==> config.mk <==
export PLATFORM = sky130hd
export DESIGN_NAME = cid_contact_debounce
export DESIGN_NICKNAME = d
export VERILOG_FILES = /design/src/shared/cid_pkg.sv /design/src/rtl/cid_contact_debounce.sv
export SDC_FILE = /design/constraint.sdc
export NUM_CORES = 2
export LEC_CHECK = 0
export BUFFER_PORTS_ARGS = -buffer_cell sky130_fd_sc_hd__buf_4
export CAP_MARGIN = 15
export CELL_PAD_IN_SITES_DETAIL_PLACEMENT = 1
export CELL_PAD_IN_SITES_GLOBAL_PLACEMENT = 2
export CORE_ASPECT_RATIO = 0.75
export CORE_UTILIZATION = 40
export CTS_CLUSTER_DIAMETER = 150
export DETAILED_ROUTE_END_ITERATION = 7
export GPL_TIMING_DRIVEN = 0
export HOLD_SLACK_MARGIN = 0.1
export PLACE_DENSITY_LB_ADDON = 0.1
export SYNTH_ARGS = -nofsm -noshare
export SYNTH_HDL_FRONTEND = slang
export SYNTH_SLANG_ARGS = --single-unit
==> constraint.sdc <==
create_clock -name hclk -period 3.68 [get_ports hclk]
set_input_delay 0 -clock hclk [delete_from_list [all_inputs] [get_ports hclk]]
set_output_delay 0 -clock hclk [all_outputs]
set_load 0.03 [all_outputs]
==> src/shared/cid_pkg.sv <==
package cid_pkg;

  // ***********************************************
  // Timing
  // ***********************************************
  localparam int unsigned CLK_PERIOD_NS = 5;
  localparam int unsigned SCAN_TIME_NS = 500000;
  localparam int unsigned SCAN_CYCLES = SCAN_TIME_NS / CLK_PERIOD_NS;
  localparam int unsigned STAMP_TICK_NS = 1000;
  localparam int unsigned STAMP_TICK_CYCLES = STAMP_TICK_NS / CLK_PERIOD_NS;
  localparam int unsigned PASS_TIME_NS = 2083333;
  localparam int unsigned PASS_CYCLES = PASS_TIME_NS / CLK_PERIOD_NS;

  // ***********************************************
  // Widths
  // ***********************************************
  localparam int unsigned GROUP_SIZE = 4;
  localparam int unsigned VOLT_W = 8;
  localparam int unsigned DEB_W = 8;
  localparam int unsigned PASS_W = 24;
  localparam int unsigned STAMP_W = 32;
  localparam int unsigned US_W = 8;
  localparam int unsigned OFS_W = 12;

  // ***********************************************
  // Register offsets
  // ***********************************************
  localparam logic [OFS_W-1:0] OFS_THRESHOLD = 12'h000;
  localparam logic [OFS_W-1:0] OFS_DEBOUNCE = 12'h004;
  localparam logic [OFS_W-1:0] OFS_EVENT_EN = 12'h008;
  localparam logic [OFS_W-1:0] OFS_PASS_PERIOD = 12'h00C;
  localparam logic [OFS_W-1:0] OFS_STATUS = 12'h010;
  localparam logic [OFS_W-1:0] OFS_CLEAR = 12'h014;
  localparam logic [OFS_W-1:0] OFS_IRQ_EN = 12'h018;
  localparam logic [OFS_W-1:0] OFS_OPERAND = 12'h01C;
  localparam logic [OFS_W-1:0] OFS_PRESENT = 12'h020;
  localparam logic [OFS_W-1:0] OFS_NOW = 12'h024;
  localparam logic [OFS_W-1:0] OFS_STAMP_BASE = 12'h040;
  localparam int unsigned STAMP_IDX_LSB = 2;
  localparam int unsigned STAMP_IDX_W = 4;
  localparam int unsigned STAMP_BASE_LSB = 6;

  // ***********************************************
  // Reset values and codes
  // ***********************************************
  localparam logic [VOLT_W-1:0] THRESHOLD_RST = 8'h21;
  localparam logic [DEB_W-1:0] DEBOUNCE_RST = 8'h05;
  localparam logic [1:0] TRANS_NONSEQ_BIT = 2'h2;
  localparam logic [2:0] SIZE_WORD = 3'h2;
  localparam logic [1:0] BOOT_CAPTURE = 2'h2;
  localparam logic [1:0] BOOT_DONE = 2'h3;

  typedef struct packed {
    logic valid;
    logic write;
    logic [OFS_W-1:0] addr;
  } cid_bus_req_s;

endpackage

==> src/rtl/cid_contact_debounce.sv <==
// What this block does
// - Sample every contact input together on a fixed 0.5 ms scan tick.
// - Raw level is input voltage compared against a threshold shared per four inputs.
// - New state accepted once held for debounce time; 2.5 ms means sixth sample.
// - Rising and falling transitions use the same procedure and debounce time.
// - A validated change updates the operand and, if enabled, logs an event.
// - Logged change carries the microsecond time of the run's first sample.
// - Protection passes run eight per cycle, pass length set by frequency tracking.
// - Operand takes the validated state at the start of the next pass.
// - Operand delay is debounce time plus at most one scan interval and one protection pass.
// - Closed operand is one for a closed contact; open operand for open.
// - With events enabled, every validated change of that input raises an event.
// - Installed modules found at startup decide which inputs exist and are settable.
//
// The AHB-Lite slave port and the placing of the registers were left to the implementer.
`timescale 1ns/1ps
`default_nettype none

module cid_contact_debounce #(
  parameter int unsigned N_INPUTS = 16,
  parameter int unsigned SCAN_CYCLES = cid_pkg::SCAN_CYCLES,
  parameter int unsigned PASS_CYCLES = cid_pkg::PASS_CYCLES
) (
  input wire logic hclk,
  input wire logic hresetn,
  input wire logic hsel,
  input wire logic [31:0] haddr,
  input wire logic [1:0] htrans,
  input wire logic hwrite,
  input wire logic [2:0] hsize,
  input wire logic [31:0] hwdata,
  input wire logic hready,
  output logic hreadyout,
  output logic hresp,
  output logic [31:0] hrdata,
  input wire logic [N_INPUTS*cid_pkg::VOLT_W-1:0] input_voltage,
  input wire logic [N_INPUTS/cid_pkg::GROUP_SIZE-1:0] module_present,
  output logic [N_INPUTS-1:0] input_closed_operand,
  output logic [N_INPUTS-1:0] input_open_operand,
  output logic pass_start,
  output logic irq
);

  localparam int unsigned NG = N_INPUTS / cid_pkg::GROUP_SIZE;
  localparam int unsigned VW = cid_pkg::VOLT_W;
  localparam int unsigned SW = cid_pkg::STAMP_W;
  localparam logic [31:0] SCAN_LAST = 32'(SCAN_CYCLES - 1);
  localparam logic [cid_pkg::US_W-1:0] US_LAST = cid_pkg::US_W'(cid_pkg::STAMP_TICK_CYCLES - 1);

  // ***********************************************
  // Timebases
  // ***********************************************
  logic [31:0] scan_cnt;
  logic [cid_pkg::US_W-1:0] us_cnt;
  logic [SW-1:0] now_us;
  logic [cid_pkg::PASS_W-1:0] pass_cnt;
  logic [cid_pkg::PASS_W-1:0] pass_period;
  wire scan_tick = (scan_cnt == SCAN_LAST);
  wire pass_due = (pass_cnt >= pass_period - cid_pkg::PASS_W'(1));

  always_ff @(posedge hclk or negedge hresetn) begin
    if (!hresetn) begin
      scan_cnt <= 32'h0000_0000;
      us_cnt <= '0;
      now_us <= '0;
      pass_cnt <= '0;
      pass_start <= 1'b0;
    end else begin
      scan_cnt <= scan_tick ? 32'h0000_0000 : scan_cnt + 32'h0000_0001;
      us_cnt <= (us_cnt == US_LAST) ? '0 : us_cnt + 1'b1;
      now_us <= (us_cnt == US_LAST) ? now_us + 1'b1 : now_us;
      pass_cnt <= pass_due ? '0 : pass_cnt + 1'b1;
      pass_start <= pass_due;
    end
  end

  // ***********************************************
  // Installed module detection
  // ***********************************************
  logic [NG-1:0] pres_sync1;
  logic [NG-1:0] pres_sync2;
  logic [NG-1:0] present_grp;
  logic [1:0] boot_cnt;
  logic [N_INPUTS-1:0] present;

  always_ff @(posedge hclk or negedge hresetn) begin
    if (!hresetn) begin
      pres_sync1 <= '0;
      pres_sync2 <= '0;
      present_grp <= '0;
      boot_cnt <= 2'h0;
    end else begin
      pres_sync1 <= module_present;
      pres_sync2 <= pres_sync1;
      boot_cnt <= (boot_cnt == cid_pkg::BOOT_DONE) ? boot_cnt : boot_cnt + 2'h1;
      if (boot_cnt == cid_pkg::BOOT_CAPTURE) begin
        present_grp <= pres_sync2;
      end
    end
  end

  // ***********************************************
  // Configuration registers and bus decode
  // ***********************************************
  cid_pkg::cid_bus_req_s dp;
  logic rd_done;
  logic [N_INPUTS*VW-1:0] threshold;
  logic [cid_pkg::DEB_W-1:0] input_debounce_time;
  logic [N_INPUTS-1:0] event_en;
  logic [N_INPUTS-1:0] irq_en;
  logic [N_INPUTS-1:0] status;
  logic [N_INPUTS-1:0] stable;
  logic [N_INPUTS-1:0] raw;
  logic [N_INPUTS-1:0] validate;
  logic [N_INPUTS-1:0] first_sample;
  logic [N_INPUTS-1:0][cid_pkg::DEB_W-1:0] run_cnt;
  logic [N_INPUTS-1:0][SW-1:0] first_stamp;
  logic [N_INPUTS-1:0][SW-1:0] event_stamp;

  wire take = hsel && htrans[1] && hready;
  wire rd_wait = dp.valid && !dp.write && !rd_done;
  wire wr_now = dp.valid && dp.write;
  localparam int unsigned OFS_W_T = cid_pkg::OFS_W;
  wire [OFS_W_T-1:0] a = dp.addr;
  wire wr_thr = wr_now && (a == cid_pkg::OFS_THRESHOLD);
  wire wr_deb = wr_now && (a == cid_pkg::OFS_DEBOUNCE);
  wire wr_evt = wr_now && (a == cid_pkg::OFS_EVENT_EN);
  wire wr_pass = wr_now && (a == cid_pkg::OFS_PASS_PERIOD);
  wire wr_clr = wr_now && (a == cid_pkg::OFS_CLEAR);
  wire wr_ien = wr_now && (a == cid_pkg::OFS_IRQ_EN);
  wire stamp_hit = (a[OFS_W_T-1:cid_pkg::STAMP_BASE_LSB] ==
                    cid_pkg::OFS_STAMP_BASE[OFS_W_T-1:cid_pkg::STAMP_BASE_LSB]);
  wire [cid_pkg::STAMP_IDX_W-1:0] stamp_idx = a[cid_pkg::STAMP_IDX_LSB +: cid_pkg::STAMP_IDX_W];
  wire [31:0] stamp_rd = (stamp_hit && (32'(stamp_idx) < N_INPUTS)) ? 32'(event_stamp[stamp_idx]) : 32'h0000_0000;
  wire [N_INPUTS-1:0] clr_mask = wr_clr ? hwdata[N_INPUTS-1:0] : '0;
  wire [31:0] rd_mux =
    (a == cid_pkg::OFS_THRESHOLD) ? 32'(threshold) :
    (a == cid_pkg::OFS_DEBOUNCE) ? 32'(input_debounce_time) :
    (a == cid_pkg::OFS_EVENT_EN) ? 32'(event_en) :
    (a == cid_pkg::OFS_PASS_PERIOD) ? 32'(pass_period) :
    (a == cid_pkg::OFS_STATUS) ? 32'(status) :
    (a == cid_pkg::OFS_IRQ_EN) ? 32'(irq_en) :
    (a == cid_pkg::OFS_OPERAND) ? 32'(input_closed_operand) :
    (a == cid_pkg::OFS_PRESENT) ? 32'(present) :
    (a == cid_pkg::OFS_NOW) ? 32'(now_us) : stamp_rd;

  assign hreadyout = !rd_wait;
  assign hresp = 1'b0;

  always_ff @(posedge hclk or negedge hresetn) begin
    if (!hresetn) begin
      dp <= '0;
      rd_done <= 1'b0;
      hrdata <= 32'h0000_0000;
    end else begin
      dp <= take ? {1'b1, hwrite && (hsize == cid_pkg::SIZE_WORD), haddr[OFS_W_T-1:0]} : (rd_wait ? dp : '0);
      rd_done <= rd_wait;
      if (rd_wait) begin
        hrdata <= rd_mux;
      end
    end
  end

  always_ff @(posedge hclk or negedge hresetn) begin
    if (!hresetn) begin
      threshold <= {N_INPUTS{cid_pkg::THRESHOLD_RST}} >> ((N_INPUTS - NG) * VW);
      input_debounce_time <= cid_pkg::DEBOUNCE_RST;
      event_en <= '0;
      irq_en <= '0;
      pass_period <= cid_pkg::PASS_W'(PASS_CYCLES);
    end else begin
      if (wr_thr) threshold <= (N_INPUTS*VW)'(hwdata[NG*VW-1:0]);
      if (wr_deb) input_debounce_time <= hwdata[cid_pkg::DEB_W-1:0];
      if (wr_evt) event_en <= hwdata[N_INPUTS-1:0] & present;
      if (wr_ien) irq_en <= hwdata[N_INPUTS-1:0] & present;
      if (wr_pass) pass_period <= hwdata[cid_pkg::PASS_W-1:0];
    end
  end

  // ***********************************************
  // Per-input compare and debounce
  // ***********************************************
  for (genvar i = 0; i < N_INPUTS; i++) begin : g_in
    wire [VW-1:0] volt = input_voltage[i*VW +: VW];
    wire [VW-1:0] thr = threshold[(i/cid_pkg::GROUP_SIZE)*VW +: VW];
    assign present[i] = present_grp[i/cid_pkg::GROUP_SIZE];
    assign raw[i] = present[i] && (volt >= thr);
    assign first_sample[i] = scan_tick && (raw[i] != stable[i]) && (run_cnt[i] == '0);
    assign validate[i] = scan_tick && (raw[i] != stable[i]) && (run_cnt[i] >= input_debounce_time);
  end

  always_ff @(posedge hclk or negedge hresetn) begin
    if (!hresetn) begin
      stable <= '0;
      run_cnt <= '0;
      first_stamp <= '0;
      event_stamp <= '0;
    end else begin
      for (int i = 0; i < N_INPUTS; i++) begin
        if (scan_tick) begin
          run_cnt[i] <= (raw[i] == stable[i] || validate[i]) ? '0 : run_cnt[i] + 1'b1;
        end
        if (first_sample[i]) first_stamp[i] <= now_us;
        if (validate[i]) begin
          stable[i] <= raw[i];
          event_stamp[i] <= first_sample[i] ? now_us : first_stamp[i];
        end
      end
    end
  end

  // ***********************************************
  // Operands, events and interrupt
  // ***********************************************
  wire [N_INPUTS-1:0] event_set = validate & event_en;

  always_ff @(posedge hclk or negedge hresetn) begin
    if (!hresetn) begin
      input_closed_operand <= '0;
      input_open_operand <= '0;
      status <= '0;
    end else begin
      if (pass_start) begin
        input_closed_operand <= stable & present;
        input_open_operand <= ~stable & present;
      end
      status <= (status & ~clr_mask) | event_set;
    end
  end

  assign irq = |(status & irq_en);
endmodule

`default_nettype wire

# Word level (Yosys, flattened, before mapping)
# Cells that the tools add are included.
[op_classes] n_addsub=22 eq_ne=48 bitwise=9 order_cmp=34 n_mux=50 reduce_logical=113
[op_table] operator="2-to-1 mux 32 bit" count=28
[op_table] operator="greater-or-equal comparator 8 bit" count=32
[op_table] operator="adder 8 x 1 -> 8 bit, second input constant" count=17
[op_table] operator="2-to-1 mux 8 bit" count=17
[op_table] operator="binary-select mux 32 bit (select 4 bit)" count=1
[op_table] operator="zero test 8 bit" count=16
[op_table] operator="bitwise AND 16 bit" count=6
[op_table] operator="logical AND 1 bit" count=76
[op_table] operator="adder 32 x 1 -> 32 bit, second input constant" count=2
[op_table] operator="== test 12 x 5 -> 1 bit, second input constant" count=4
[op_table] operator="== test 32 x 17 -> 1 bit, second input constant" count=1
[op_table] operator="inverter 16 bit" count=2
[op_table] operator="2-to-1 mux 14 bit" count=2
[op_table] operator="adder 24 x 1 -> 24 bit, second input constant" count=1
[op_table] operator="== test 12 x 4 -> 1 bit, second input constant" count=2
[op_table] operator="== test 12 x 6 -> 1 bit, second input constant" count=2
[op_table] operator="greater-or-equal comparator 24 bit" count=1
[op_table] operator="2-to-1 mux 24 bit" count=1
[op_table] operator="subtractor 24 x 1 -> 24 bit, second input constant" count=1
[op_table] operator="== test 1 bit" count=16
[op_table] operator="logical OR 1 bit" count=16
[op_table] operator="2-to-1 mux 16 bit" count=1
[op_table] operator="inequality test 1 bit" count=16
[op_table] operator="OR 16 bit" count=1
[op_table] operator="other kinds (11)" count=14
[totals] regBits=1470 out_inout_bits=68 elab_cells=362 in_bits=206

# Logic depth before layout (Yosys ltp)
[depth] depth_word=12 depth_mapped=14 depth_no_buf=13

# Least setup slack after synthesis
# OpenSTA, ideal clock, no wires.
[synth_path] path_type="flip-flop to flip-flop" start="register pass_period[5] (netlist bit)" end="register pass_cnt[10] (netlist bit)" synth_period_minus_slack_ns=3.415 path_slack_ns=0.265 setup_ns=0.136 required_ns=3.544 arrival_ns=3.279 path_stages_with_launch=14 path_buffers=1 cell_sequence="dfrtp_1 -> nor4_1 -> nand4_1 -> or3b_2 -> nor3_1 -> xnor2_1 -> ha_1 -> nand3_1 -> nor2_1 -> and3_1 -> o21ai_0 -> a31oi_1 -> clkbuf_1 -> nor3_1"
[synth_between] elab_chain_len=3
[synth_lines] element="start: declaration" line_no="cid_contact_debounce.sv:57" rtl="logic [cid_pkg::PASS_W-1:0] pass_period;"
[synth_lines] element="start signal: assignment" line_no="cid_contact_debounce.sv:170" rtl="pass_period <= cid_pkg::PASS_W'(PASS_CYCLES);"
[synth_lines] element="start signal: assignment" line_no="cid_contact_debounce.sv:176" rtl="if (wr_pass) pass_period <= hwdata[cid_pkg::PASS_W-1:0];"
[synth_lines] element="subtractor 24 x 1 -> 24 bit" line_no="cid_contact_debounce.sv:59" rtl="wire pass_due = (pass_cnt >= pass_period - cid_pkg::PASS_W'(1));"
[synth_lines] element="greater-or-equal comparator 24 bit" line_no="cid_contact_debounce.sv:59"
[synth_lines] element="2-to-1 mux 24 bit" line_no="cid_contact_debounce.sv:72" rtl="pass_cnt <= pass_due ? '0 : pass_cnt + 1'b1;"
[synth_lines] element="end signal: assignment" line_no="cid_contact_debounce.sv:72"
[synth_lines] element="end: declaration" line_no="cid_contact_debounce.sv:56" rtl="logic [cid_pkg::PASS_W-1:0] pass_cnt;"
# Every way passes these cells.
# A chain may end at the register's enable or synchronous reset.

# Worst setup path after layout
[layout_path] start="register dp, in the netlist a[3]" end="register hrdata[9]"
[layout_between] elab_chain_len=12 elab_cells_between_ends=21 classes_between="8 x eq/ne; 12 x mux; 1 x reduce/logical"
[layout_lines] element="start: declaration" line_no="cid_contact_debounce.sv:105" rtl="cid_pkg::cid_bus_req_s dp;"
[layout_lines] element="start signal: assignment" line_no="cid_contact_debounce.sv:156" rtl="dp <= take ? {1'b1, hwrite && (hsize == cid_pkg::SIZE_WORD), haddr[OFS_W_T-1:0]} : (rd_wait ? dp : '0);"
[layout_lines] element="binary-select mux 32 bit (select 4 bit)" line_no="cid_contact_debounce.sv:134" rtl="wire [31:0] stamp_rd = (stamp_hit && (32'(stamp_idx) < N_INPUTS)) ? 32'(event_stamp[stamp_idx]) : 32'h0000_000 ..."
[layout_lines] element="2-to-1 mux 32 bit (not written as such)" line_no="cid_contact_debounce.sv:134"
[layout_lines] element="2-to-1 mux 32 bit" line_no="cid_contact_debounce.sv:134"
[layout_lines] element="2-to-1 mux 32 bit" line_no="cid_contact_debounce.sv:145" rtl="(a == cid_pkg::OFS_NOW) ? 32'(now_us) : stamp_rd;"
[layout_lines] element="2-to-1 mux 32 bit" line_no="cid_contact_debounce.sv:144" rtl="(a == cid_pkg::OFS_PRESENT) ? 32'(present) :"
[layout_lines] element="2-to-1 mux 32 bit" line_no="cid_contact_debounce.sv:143" rtl="(a == cid_pkg::OFS_OPERAND) ? 32'(input_closed_operand) :"
[layout_lines] element="2-to-1 mux 32 bit" line_no="cid_contact_debounce.sv:142" rtl="(a == cid_pkg::OFS_IRQ_EN) ? 32'(irq_en) :"
[layout_lines] element="2-to-1 mux 32 bit" line_no="cid_contact_debounce.sv:141" rtl="(a == cid_pkg::OFS_STATUS) ? 32'(status) :"
[layout_lines] element="2-to-1 mux 32 bit" line_no="cid_contact_debounce.sv:140" rtl="(a == cid_pkg::OFS_PASS_PERIOD) ? 32'(pass_period) :"
[layout_lines] element="2-to-1 mux 32 bit" line_no="cid_contact_debounce.sv:139" rtl="(a == cid_pkg::OFS_EVENT_EN) ? 32'(event_en) :"
[layout_lines] element="2-to-1 mux 32 bit" line_no="cid_contact_debounce.sv:138" rtl="(a == cid_pkg::OFS_DEBOUNCE) ? 32'(input_debounce_time) :"
[layout_lines] element="2-to-1 mux 32 bit *" line_no="cid_contact_debounce.sv:137" rtl="(a == cid_pkg::OFS_THRESHOLD) ? 32'(threshold) :"
[layout_lines] element="end signal: assignment" line_no="cid_contact_debounce.sv:159" rtl="hrdata <= rd_mux;"
[layout_lines] element="end: declaration" line_no="cid_contact_debounce.sv:35" rtl="output logic [31:0] hrdata,"
# Mark *: on every way between the ends. The rest lies on a longest branch, timed or not. The select of a mux whose other input is x is not followed.

==> impl_metrics.yaml <==
drt:
  dr.pass1.iters: 6
  finalWirelength_um: 312000
  route.detailed.drc: 0
  drt-initial-drc-count: 5412
  avgViaCountPerCell: 5.99
  drtAntennaViolNets: 0
  vias: 57000
  wl_per_cell_um: 32.7
clock_tree:
  cts_tree: "done"
  root_buffer: "clkbuf_16"
  clock_latency_ns: 0.83
  clock_path_buffers: 3
  clkTransAtPathRegs_ns: 0.06
  cts_sinks: 1470
  cts_buffers: 160
  htreeDepth: 4
placed_design:
  place.gp.congestion: 0.920
  placed_area_um2: 83400
  place_hpwl_um: 220000
  port_buffers: 251
setup_path:
  required_ns: 4.35
  critPathKind: "flip-flop to flip-flop"
  critPathLaunchType: "flip-flop"
  timing.critical_path.from: "a[3]$_DFFE_PN0P_"
  end_kind: "flip-flop"
  worstPathMaxFanout: 10
  r2r_start: "a[3]$_DFFE_PN0P_"
  arrival_ns: 4.48
timing:
  timing.fmax_mhz: 262
  finalSetupViolations: 4
  fin_crit_sh: 1.04
  fin_tns_setup_ns: -0.224
  slew_headroom: 0.151
  skew_ns: 0.0521
  setup_slack_ns: -0.131
  hold_violations: 0
  period_needed_ns: 3.81
  slew_viol_final: 0
  hold_ws_ns: 0.129
  worstMarginPinSlew_ns: 1.27
synthesis:
  synthDistinctLibCells: 92
  ys_warn_count: 0
  syn_inst: 6204
  synth-edff-count: 0
  syn-cell-area_um2: 77400
  avgSynthCellArea_um2: 12.5
  mappedNetlistNets: 6729
  synth_ff_type: "dfrtp_1"
  async_reset_ff_frac: 1.00
  ys_seq_area_frac: 0.476
  ys_seq_elements: 1470
power_and_ir_drop:
  power_frac_comb: 0.116
  power_density_nw_per_um2: 414
  switching_power_uw: 10700
  p_seq_frac: 0.445
  internal_power_uw: 27100
  irDropWorstVdd_mv: 0.497
  power.leakage_uw: 0.0445
  p_sw_frac: 0.283
  clockPowerShare: 0.439
die:
  die_x_um: 510
  coreArea_um2: 192000
  die-area_um2: 195000
  die_h_um: 383
  initial_core_util: 0.404
  ios: 274
  fp-row-count: 139
grt:
  antenna_found_initial: 18
  grtUsageTotal: 0.320
  grt_max_degree: 176
  grt_pass1_wl_um: 446000
  grt_overflow: 0
  grt_pass1_vias: 59000
status:
  violations: "negative setup slack"
  outcome: "finished with violations"
final_layout:
  nFillCells: 19700
  regArea_um2: 36800
  fin_area_um2: 91200
  area_delta_synth_final_pct: 17.8
  finalCoreUtilization: 0.475
  final_layout_size_suffix_gt1_frac: 0.380
  final_nets: 7363
  multi_input_area_um2: 38400
hold_path:
  min_path_type: "input pin to flip-flop"
  min_from: "hwdata[4]"
flow_run:
  cap_violations: 0
[cell usage in the layout, fill, tap and decap left out, types with 145 or more instances in the layout]
cell type and instances:
inv_1 164, nand2_1 331, buf_4 365, o21ai_0 237, ha_1 318, mux4_2 145
clkbuf_1 218, clkbuf_16 161, dfrtp_1 1447, mux2_2 1520
[repair_timing]
item                       4_1_cts  5_1_grt
pin swaps                       17       13
gates resized for setup        135      104
hold buffers                   141        1
setup buffers                   37       18
setup endpoints to repair     1097      603
hold endpoints to repair       517        1
[synthesized netlist by cell type, types with 14 or more instances]
| master | count | area, um^2 |
|---|---|---|
| mux2_2 | 1520 | 17100 |
| dfrtp_1 | 1449 | 36300 |
| nand2_1 | 332 | 1250 |
| ha_1 | 319 | 3990 |
| o21ai_0 | 239 | 1200 |
| clkbuf_1 | 213 | 800 |
| inv_1 | 167 | 627 |
| buf_2 | 165 | 826 |
| mux4_2 | 145 | 3270 |
| nor2_1 | 144 | 541 |
| nor3_1 | 135 | 676 |
| nand3_1 | 133 | 666 |
| a21oi_1 | 107 | 536 |
| a22o_1 | 79 | 692 |
| and3_1 | 72 | 450 |
| xnor2_1 | 70 | 613 |
| o31ai_1 | 67 | 503 |
| nor2b_1 | 59 | 369 |
| mux2i_1 | 46 | 460 |
| nand2b_1 | 46 | 288 |
| xor2_1 | 39 | 342 |
| a31oi_1 | 36 | 225 |
| mux2_1 | 30 | 338 |
| mux2_4 | 30 | 450 |
| nand4_1 | 25 | 156 |
| o2111ai_1 | 24 | 210 |
| o21a_1 | 24 | 180 |
| a21o_1 | 23 | 173 |
| buf_4 | 23 | 173 |
| buf_1 | 22 | 82.6 |
| a211o_1 | 21 | 184 |
| a221o_1 | 21 | 210 |
| dfstp_2 | 21 | 552 |
| a221oi_1 | 20 | 175 |
| or2_2 | 20 | 125 |
| o22ai_1 | 19 | 119 |
| o32ai_1 | 19 | 166 |
| nor4b_1 | 18 | 158 |
| o211ai_1 | 16 | 120 |
| a22oi_1 | 14 | 105 |
| nor4_1 | 14 | 87.6 |
[flip-flops by register name, summed over array words and instances, names as in the netlist, 2 cells and up]
register,count
input_debounce_time,8
stable,16
first_stamp,512
threshold,32
run_cnt,128
a,12
now_us,32
us_cnt,8
input_closed_operand,16
scan_cnt,32
hrdata,32
present_grp,4
pres_sync2,4
dp,2
input_open_operand,16
pass_cnt,24
pass_period,24
status,16
event_en,16
irq_en,16
pres_sync1,4
boot_cnt,2
event_stamp,512
[kinds of logic after synthesis]
family	Yosys count	share of synthesized area
DFF	1470	0.476
and+or+nand+nor	1078	0.0704
other	1	0.0000484
muxes	1771	0.279
buffers and inverters	603	0.0344
adders and majority gates	319	0.0516
xor gates and xnor gates	109	0.0123
AOI/OAI and AO/OA	853	0.0764
[power by group through the flow]
stage	sequential, uW	clock, uW	combinational (uW)
3_3_place_gp	17100	0	3950
5_1_grt	16800	17400	4630
3_5_place_dp	17100	0	4130
6_report	16800	16600	4390
2_1_floorplan	17200	0	1690
4_1_cts	16800	16800	4330
[final timing paths]
check | to | slack (ns) | cells past startpoint
worst max-delay path | hrdata[9]$_DFFE_PN0P_ | -0.13 | 8
worst min-delay path | status[4]$_DFF_PN0_ | 0.13 | 4
worst max register to register | hrdata[9]$_DFFE_PN0P_ | -0.13 | 8
worst min register to register | pres_sync2[3]$_DFF_PN0_ | 0.36 | 0
max in group asynchronous | first_stamp[302]$_DFF_PN0_ | 0.87 | 6
min in group asynchronous | threshold[5]$_DFFE_PN1P_ | 0.41 | 3
[cell type report]
type | instances | area share
sequential | 1470 | 0.404
multi-input combinational | 4131 | 0.421
clock buffer | 242 | 0.0509
buffer | 417 | 0.0249
timing repair buffer | 490 | 0.0509
antenna | 17 | 0.000467
inverter | 168 | 0.00704
tap | 2538 | 0.0348
clock inverter | 50 | 0.00628
[worst max-delay path, stage by stage, from the launching register on]
cell and delay, ns:
dfrtp_1 0.34, buf_2 0.24, buf_4 0.34, buf_4 0.40, buf_4 0.45, clkbuf_2 0.54, o21ai_0 0.55, a221oi_2 0.60
o21ai_0 0.16
[per-layer routing]
metal | wire, um | global-route usage | vias to the layer above | part of all wire
met5 | 9 | 0 | - | 0.000029
met4 | 10500 | 0.0982 | 2 | 0.034
met3 | 21400 | 0.0638 | 418 | 0.069
met2 | 132000 | 0.460 | 1896 | 0.42
met1 | 148000 | 0.481 | 30600 | 0.47
li1 | - | - | 24100 | -
[through the flow]
step	setup slack [ns]	total power, uW	std cells
floorplan	0.265	18900	6204
global placement	-16.85	21100	8993
detailed placement	-1.08	21200	9033
CTS	-0.0575	37900	9488
global route	-0.00181	38900	9516
finish	-0.131	37800	9523
(Power assumes the default switching activity.)
